### src/hdl/comp_timer_map.vh
// register map, field positions and constants of the composite timer
// Overview of operation
// writing one to the start bit restarts the counter from 00 hex (01 hex in fixed-cycle pwm mode) on the selected count clock.
// in continuous mode a match toggles the output, sets the flag and clears the counter.
// in free-run mode a match toggles the output and sets the flag; the counter wraps at its top.
// the compare latch loads the compare data at start and at every match.
// in the interval modes a stopped timer keeps its last output level.
// in fixed-cycle pwm mode the period is a full count of FF or FFFF hex.
// in fixed-cycle pwm mode the compare data sets the high width and each cycle starts high.
// fixed-cycle pwm mode never sets the interrupt flag.
// fixed-cycle pwm mode ignores the output initial-level bit.
// the first pwm high pulse after start is one count clock shorter than programmed.
// software selects the mode by function field 0001, 0010 or 0011 in control a.
// the pwm wave appears on the output pin of the counter in use.
// in 16-bit mode the upper compare byte is buffered and moves up when the lower is written.
// the three-bit clock select field of control a picks the count clock divider.
`ifndef COMP_TIMER_MAP_VH
`define COMP_TIMER_MAP_VH

// ----------------------------------------------------------------
// register groups: addr[6:4] picks the group, addr[3:2] the unit
// ----------------------------------------------------------------
`define GRP_CTRL_A 3'h0
`define GRP_CTRL_B 3'h1
`define GRP_DATA 3'h2
`define GRP_MODE 3'h3
`define GRP_IRQ 3'h4
`define IDX_STATUS 2'h0
`define IDX_MASK 2'h1

// ----------------------------------------------------------------
// field positions
// ----------------------------------------------------------------
`define CA_IFE 7
`define CA_CSEL_MSB 6
`define CA_CSEL_LSB 4
`define CA_FUNC_MSB 3
`define CA_FUNC_LSB 0
`define CB_STA 7
`define CB_IR 4
`define CB_BF 3
`define CB_IF 2
`define CB_SO 1
`define CB_OE 0
`define MD_TO1 7
`define MD_TO0 6
`define MD_WIDTH 4
`define CB_RW_MASK 8'hE3

// ----------------------------------------------------------------
// function codes, counts and reset values
// ----------------------------------------------------------------
`define FUNC_CONT 4'h1
`define FUNC_FREE 4'h2
`define FUNC_PWM 4'h3
`define TOP8 16'h00FF
`define TOP16 16'hFFFF
`define CNT_ZERO 16'h0000
`define CNT_ONE 16'h0001
`define REG_RESET 8'h00
`define PRESCALE_W 7

`endif

### src/hdl/count_clock_prescaler.v
// count clock prescaler: one tick per selected division of pclk
`timescale 1ns/1ps
`include "comp_timer_map.vh"

module count_clock_prescaler
(
	// clock and reset
	input wire pclk,
	input wire presetn,
	// tick k fires once every 2**k cycles
	output reg [7:0] tick
);

reg [`PRESCALE_W-1:0] free_cnt;
wire [7:0] next_tick;

always @(posedge pclk or negedge presetn)
begin
	if (!presetn)
		free_cnt <= {`PRESCALE_W{1'b0}};
	else
		free_cnt <= free_cnt + {{(`PRESCALE_W-1){1'b0}}, 1'b1};
end

assign next_tick[0] = 1'b1;

genvar k;
generate
	for (k = 1; k < 8; k = k + 1)
	begin : div
		assign next_tick[k] = &free_cnt[k-1:0];
	end
endgenerate

// one register drives every tick bit
always @(posedge pclk or negedge presetn)
begin
	if (!presetn)
		tick <= 8'h00;
	else
		tick <= next_tick;
end

endmodule

### src/hdl/composite_timer.v
// dual-channel 8/16-bit composite timer with apb register access
`timescale 1ns/1ps
`include "comp_timer_map.vh"

module composite_timer
(
	// clock and reset
	input wire pclk,
	input wire presetn,
	// apb slave
	input wire psel,
	input wire penable,
	input wire pwrite,
	input wire [31:0] paddr,
	input wire [31:0] pwdata,
	output reg pready,
	output reg [31:0] prdata,
	output reg pslverr,
	// timer output pins
	output wire ch0_lower_output_pin,
	output wire ch0_upper_output_pin,
	output wire ch1_lower_output_pin,
	output wire ch1_upper_output_pin,
	// interrupt
	output reg irq
);

// ----------------------------------------------------------------
// helpers
// ----------------------------------------------------------------
function mode_ok;
	input [3:0] fsel;
	begin
		mode_ok = (fsel == `FUNC_CONT) || (fsel == `FUNC_FREE) || (fsel == `FUNC_PWM);
	end
endfunction

function addr_mapped;
	input [31:0] addr;
	begin
		case (addr[6:4])
			`GRP_CTRL_A, `GRP_CTRL_B, `GRP_DATA:
				addr_mapped = 1'b1;
			`GRP_MODE:
				addr_mapped = ~addr[3];
			`GRP_IRQ:
				addr_mapped = (addr[3:2] == `IDX_STATUS) || (addr[3:2] == `IDX_MASK);
			default:
				addr_mapped = 1'b0;
		endcase
		addr_mapped = addr_mapped && (addr[31:7] == 25'h0000000) && (addr[1:0] == 2'h0);
	end
endfunction

// ----------------------------------------------------------------
// register storage
// ----------------------------------------------------------------
reg [7:0] ctrl_a [0:3];
reg [7:0] ctrl_b [0:3];
reg [7:0] cmp_data [0:3];
reg [7:0] mode_reg [0:1];
reg [7:0] wr_buf [0:1];
reg [3:0] status;
reg [3:0] mask;
reg [3:0] pin_q;

wire [7:0] tick_all;
wire [3:0] tick;
wire [3:0] hit_vec;
wire [3:0] out_vec;
wire [3:0] oe_vec;
wire [1:0] unit_idx;
wire grp_ok;
wire acc_done;
wire wr_en;
wire status_clr;

reg [7:0] rd_byte;

assign unit_idx = paddr[3:2];
assign grp_ok = addr_mapped(paddr);
assign acc_done = psel && penable && pready;
assign wr_en = acc_done && pwrite && grp_ok;
assign status_clr = wr_en && (paddr[6:4] == `GRP_IRQ) && (unit_idx == `IDX_STATUS);

// ----------------------------------------------------------------
// count clock source
// ----------------------------------------------------------------
count_clock_prescaler u_prescaler
(
	.pclk(pclk),
	.presetn(presetn),
	.tick(tick_all)
);

// ----------------------------------------------------------------
// apb handshake: one wait state, answer from flip-flops
// ----------------------------------------------------------------
always @*
begin
	rd_byte = `REG_RESET;
	case (paddr[6:4])
		`GRP_CTRL_A:
			rd_byte = ctrl_a[unit_idx];
		`GRP_CTRL_B:
			rd_byte = (ctrl_b[unit_idx] & `CB_RW_MASK) | ({7'h00, status[unit_idx]} << `CB_IF);
		`GRP_DATA:
			rd_byte = cmp_data[unit_idx];
		`GRP_MODE:
			rd_byte = {out_vec[{paddr[2], 1'b1}], out_vec[{paddr[2], 1'b0}],
				mode_reg[paddr[2]][5:0]};
		`GRP_IRQ:
			rd_byte = (unit_idx == `IDX_STATUS) ? {4'h0, status} : {4'h0, mask};
		default:
			rd_byte = `REG_RESET;
	endcase
end

always @(posedge pclk or negedge presetn)
begin
	if (!presetn)
	begin
		pready <= 1'b0;
		prdata <= 32'h00000000;
		pslverr <= 1'b0;
	end
	else
	begin
		pready <= psel && penable && !pready;
		pslverr <= psel && penable && !pready && !grp_ok;
		if (psel && penable && !pready && !pwrite && grp_ok)
			prdata <= {24'h000000, rd_byte};
		else
			prdata <= 32'h00000000;
	end
end

// ----------------------------------------------------------------
// register writes
// ----------------------------------------------------------------
integer i;

always @(posedge pclk or negedge presetn)
begin
	if (!presetn)
	begin
		for (i = 0; i < 4; i = i + 1)
		begin
			ctrl_a[i] <= `REG_RESET;
			ctrl_b[i] <= `REG_RESET;
			cmp_data[i] <= `REG_RESET;
		end
		for (i = 0; i < 2; i = i + 1)
		begin
			mode_reg[i] <= `REG_RESET;
			wr_buf[i] <= `REG_RESET;
		end
		mask <= 4'h0;
	end
	else if (wr_en)
	begin
		case (paddr[6:4])
			`GRP_CTRL_A:
				ctrl_a[unit_idx] <= pwdata[7:0];
			`GRP_CTRL_B:
				ctrl_b[unit_idx] <= pwdata[7:0] & `CB_RW_MASK;
			`GRP_DATA:
			begin
				if (mode_reg[unit_idx[1]][`MD_WIDTH] && unit_idx[0])
					wr_buf[unit_idx[1]] <= pwdata[7:0];
				else if (mode_reg[unit_idx[1]][`MD_WIDTH])
				begin
					cmp_data[unit_idx] <= pwdata[7:0];
					cmp_data[{unit_idx[1], 1'b1}] <= wr_buf[unit_idx[1]];
				end
				else
					cmp_data[unit_idx] <= pwdata[7:0];
			end
			`GRP_MODE:
				mode_reg[paddr[2]] <= {2'b00, pwdata[5:0]};
			`GRP_IRQ:
				if (unit_idx == `IDX_MASK)
					mask <= pwdata[3:0];
			default:
				mask <= mask;
		endcase
	end
end

// ----------------------------------------------------------------
// interrupt status: set wins over write-one-to-clear
// ----------------------------------------------------------------
always @(posedge pclk or negedge presetn)
begin
	if (!presetn)
	begin
		status <= 4'h0;
		irq <= 1'b0;
	end
	else
	begin
		if (status_clr)
			status <= (status & ~pwdata[3:0]) | hit_vec;
		else
			status <= status | hit_vec;
		irq <= |(status & mask);
	end
end

// ----------------------------------------------------------------
// counter units: 0/1 lower/upper of channel 0, 2/3 of channel 1
// ----------------------------------------------------------------
genvar u;
generate
	for (u = 0; u < 4; u = u + 1)
	begin : unit
		localparam integer LO = (u / 2) * 2;
		wire wide;
		wire idle;
		wire run;
		wire [3:0] fsel;
		wire [2:0] csel;
		wire [15:0] top;
		wire [15:0] data;
		wire [15:0] next_cnt;
		reg [15:0] cnt;
		reg [15:0] cmp;
		reg out_bit;
		reg run_d;
		reg hit;

		assign wide = mode_reg[u / 2][`MD_WIDTH];
		assign idle = wide && (u != LO);
		assign fsel = ctrl_a[u][`CA_FUNC_MSB:`CA_FUNC_LSB];
		assign csel = ctrl_a[u][`CA_CSEL_MSB:`CA_CSEL_LSB];
		assign run = ctrl_b[u][`CB_STA] && !idle && mode_ok(fsel);
		assign top = wide ? `TOP16 : `TOP8;
		assign data = wide ? {cmp_data[LO + 1], cmp_data[LO]} : {8'h00, cmp_data[u]};
		assign next_cnt = (cnt == top) ? `CNT_ZERO : cnt + `CNT_ONE;
		assign tick[u] = tick_all[csel];
		assign hit_vec[u] = hit;
		assign out_vec[u] = out_bit;
		assign oe_vec[u] = ctrl_b[u][`CB_OE];

		always @(posedge pclk or negedge presetn)
		begin
			if (!presetn)
			begin
				cnt <= `CNT_ZERO;
				cmp <= `CNT_ZERO;
				out_bit <= 1'b0;
				run_d <= 1'b0;
				hit <= 1'b0;
			end
			else
			begin
				run_d <= run;
				hit <= 1'b0;
				if (run && !run_d)
				begin
					cmp <= data;
					// pwm counts the start edge itself, so its first high pulse is one short
					if (fsel == `FUNC_PWM)
					begin
						cnt <= `CNT_ONE;
						out_bit <= 1'b1;
					end
					else
					begin
						cnt <= `CNT_ZERO;
						out_bit <= ctrl_b[u][`CB_SO];
					end
				end
				else if (run && tick[u])
				begin
					case (fsel)
						`FUNC_CONT:
						begin
							if (cnt == cmp)
							begin
								out_bit <= ~out_bit;
								hit <= 1'b1;
								cnt <= `CNT_ZERO;
								cmp <= data;
							end
							else
								cnt <= next_cnt;
						end
						`FUNC_FREE:
						begin
							cnt <= next_cnt;
							if (cnt == cmp)
							begin
								out_bit <= ~out_bit;
								hit <= 1'b1;
								cmp <= data;
							end
						end
						`FUNC_PWM:
						begin
							cnt <= next_cnt;
							if (next_cnt == cmp)
							begin
								out_bit <= 1'b0;
								cmp <= data;
							end
							else if (cnt == top)
								out_bit <= 1'b1;
						end
						default:
							cnt <= cnt;
					endcase
				end
				else
					out_bit <= out_bit;
			end
		end
	end
endgenerate

// ----------------------------------------------------------------
// output pins: driven while output enable is set
// ----------------------------------------------------------------
always @(posedge pclk or negedge presetn)
begin
	if (!presetn)
		pin_q <= 4'h0;
	else
		pin_q <= out_vec & oe_vec;
end

assign ch0_lower_output_pin = pin_q[0];
assign ch0_upper_output_pin = pin_q[1];
assign ch1_lower_output_pin = pin_q[2];
assign ch1_upper_output_pin = pin_q[3];

endmodule

### config.mk
export PLATFORM = sky130hd
export DESIGN_NAME = composite_timer
export DESIGN_NICKNAME = d
export VERILOG_FILES = /design/src/hdl/count_clock_prescaler.v /design/src/hdl/composite_timer.v
export VERILOG_INCLUDE_DIRS = /design/src /design/src/hdl
export SDC_FILE = /design/constraint.sdc
export NUM_CORES = 1
export LEC_CHECK = 0
export ABC_AREA = 1
export ABC_CLOCK_PERIOD_IN_PS = 2500
export BUFFER_PORTS_ARGS = -buffer_cell sky130_fd_sc_hd__buf_4
export CAP_MARGIN = 20
export CORE_UTILIZATION = 62
export CTS_CLUSTER_DIAMETER = 60
export DETAILED_ROUTE_END_ITERATION = 8
export PLACE_DENSITY = 0.81
export SLEW_MARGIN = 0
export SYNTH_ARGS = -nofsm -noshare
export SYNTH_HDL_FRONTEND = slang
export SYNTH_SLANG_ARGS = --single-unit
### constraint.sdc
create_clock -name pclk -period 2.5 [get_ports pclk]
set_clock_uncertainty 0.15 [all_clocks]
set_input_delay 0.125 -clock pclk [delete_from_list [all_inputs] [get_ports pclk]]
set_output_delay 0.125 -clock pclk [all_outputs]
set_load 0.05 [all_outputs]
==> reports/summary.txt <==
CP Data Required Time -> 2.76 ns
Die area -> 28500 um2
CTS Sinks -> 290
Post-synth EDFFs -> 0
Leading post-synthesis cells by cell area -> dfrtp_1, nand2_1, o21ai_0, inv_1, nor2_1
Final RePlAce weighted congestion -> 0.950
Pleak -> 0.0100 uW
Crit Path Category -> reg2reg
DR iter-0 viols -> 1906
Top Layer Used -> met4
Largest net degree at the start of global routing -> 79
Hold crit path type -> in2reg
FMAX -> 379 MHz
Mapped Area -> 17200 um2
Pwr dens -> 482 nW/um2
Flops & latches, synth -> 290
Synth top area share -> 42.1%
Max Cap Viol -> 0
Worst path arrival time -> 2.90 ns
Endpoint class of the critical path -> flop
Yosys cell types -> 52
Core Area -> 27100 um2
DRC Markers -> 0
Vias in the first global route -> 16200
Crit path max fanout -> 8
WL final -> 54900 um
Initial antenna violation count -> 0
Global-route wire length before repair -> 81700 um
Pre-antenna DRT Iters -> 8
Synth Flop Type -> dfrtp_1
Post-place setup slack -> -0.133 ns
# H-tree levels -> 2
Post-route ant nets -> 0
RSZ-0062 raised after global routing -> yes
Pwr Total -> 10400 uW
Slew Limit Fails -> 0
Layout cells sized above 1 -> 22.5%
GRT Util Overall -> 36.2%
Met3 WL -> 5520 um
Layout area overhead -> 25.3%
Worst rel slew slack -> 50.6%
Setup TNS Final -> -3.49 ns
Failing checks -> negative setup slack
IO Pins -> 108
Finished Layout Cells -> 2939
Antenna cells -> 0
Leading area contributor after synthesis -> dfrtp_1
I/O Buffers -> 59
Global route total overflow -> 0
Hold Vio Cnt, Final -> 0
Commonest non-fill, non-tap cell in the layout -> nand2_1
Dpl cells -> 2831
Routed vias -> 17700
Setup crit start kind -> flop
Die height -> 169 um
Commonest cells after routing, fill and taps aside -> nand2_1, dfrtp_1, o21ai_0, inv_1, buf_4
Avg Cell Area, Syn -> 7.46 um2
Routed WL per cell -> 18.7 um
Final #Nets -> 2624
PnR worst setup slack -> -0.140 ns
Ys Warns -> 0
Mapped Cells -> 2312
Post-synthesis sequential area ratio -> 42.1%
Slew @ Worst Pin -> 0.741 ns
Die width -> 169 um
Clock latency on the worst-skew pair -> 0.52 ns
Status -> finished, violations left
Clock Path Buffers -> 3
Maximum VDD drop -> 0.000528 V
Clock transition at path regs -> 0.06 ns
Ys async rst share -> 100%
Via-to-Cell Ratio -> 6.02
Minimum clock period -> 2.64 ns
Top Registers -> unit.cmp (64), unit.cnt (64)
CTS Buf Count -> 35
TritonCTS clock tree -> built
Crit share post-route -> 106%
Final setup fails -> 57
WL met1 -> 21500 um
FP Rows -> 60
CTS root buf -> clkbuf_16
Met2 wire length -> 25300 um
Initial core utilization -> 63.6%
Dpl hpwl -> 35700 um
## stage by stage
stage / area [um2] / hold slack, ns / util [%]
final: 21600 / 0.0298 / 79.7
after global routing: 21600 / 0.0390 / 79.7
after CTS: 20500 / 0.0148 / 75.8
after detailed placement: 19000 / 0.0355 / 70.2
after global placement: 19000 / 0.0259 / 70.2
after floorplan: 17300 / -0.321 / -
## kinds of logic (layout without fill, tap and decap cells)
| kind of cell | count (synthesis) | in the layout | synth area share, % |
|---|---|---|---|
| fa+ha+maj | 7 | 7 | 0.508 |
| buf+inv | 359 | 578 | 9.14 |
| other cells | 2 | 25 | 0.0435 |
| simple gates | 1109 | 1122 | 28.2 |
| compound gates | 457 | 457 | 15.6 |
| flops | 290 | 290 | 42.1 |
| xor+xnor | 88 | 88 | 4.47 |
## worst paths after layout
path / startpoint / end / slack [ns] / cells after the start
max: unit[2].cnt[1] / unit[2].cmp[7] / -0.14 / 19
min: pwdata[3] / cmp_data[3] / 0.03 / 5
max reg2reg: unit[2].cnt[1] / unit[2].cmp[7] / -0.14 / 19
min reg2reg: u_prescaler.free_cnt[0] / u_prescaler.tick[1] / 0.29 / 0
max in group asynchronous: presetn / unit[3].cnt[2] / 1.31 / 3
min in group asynchronous: presetn / unit[1].cmp[2] / 0.07 / 2
## synthesized netlist by cell type (all sizes together), types with 38 or more instances
cell,instances
nand2,638
o21ai,306
dfrtp,290
inv,249
nor2,223
nand3,152
buf,61
a21oi,56
nand4,50
xor2,50
clkbuf,47
o22ai,41
xnor2,38
## what timing repair did
item / CTS / global route
setup buffers: 6 / 20
pin swaps: 19 / 48
cloned: 6 / 10
hold buffers: 10 / 0
endpoints found under the setup margin: 65 / 96
hold endpoints to repair: 253 / 0
gates resized for setup: 35 / 201
## routing by layer
metal	vias to the layer above	track usage, %
li1	8011	-
met3	234	6.15
met1	8335	49.1
met5	-	0
met2	1102	58.0
met4	0	14.3
## worst max-delay path, stage by stage, from the launching register on
cell     delay, ns
dfrtp_1       0.35
ha_2          0.19
nand2_2       0.07
nor2_4        0.17
nand2_4       0.09
buf_6         0.12
xor2_1        0.14
inv_1         0.11
nand2_1       0.07
nand2_1       0.06
nand2_1       0.06
nor2_1        0.11
nand2_1       0.08
nor2_1        0.13
nand2_1       0.11
nand2_4       0.10
buf_12        0.14
nand2_8       0.09
nand2_1       0.12
o21ai_2       0.06
## final cells by class
cell class	count	area, um2
clock inverter	13	194
multi-input combinational	1699	9410
tap	372	465
clock buffer	43	958
sequential	290	7260
inverter	251	993
timing repair buffer	271	2320
fill	1763	5500
## power by group
part           internal [uW]  switching [uW]
Clock                   3150            2080
Sequential              4700            2.16
Combinational            125             358
(Power assumes the default switching activity.)
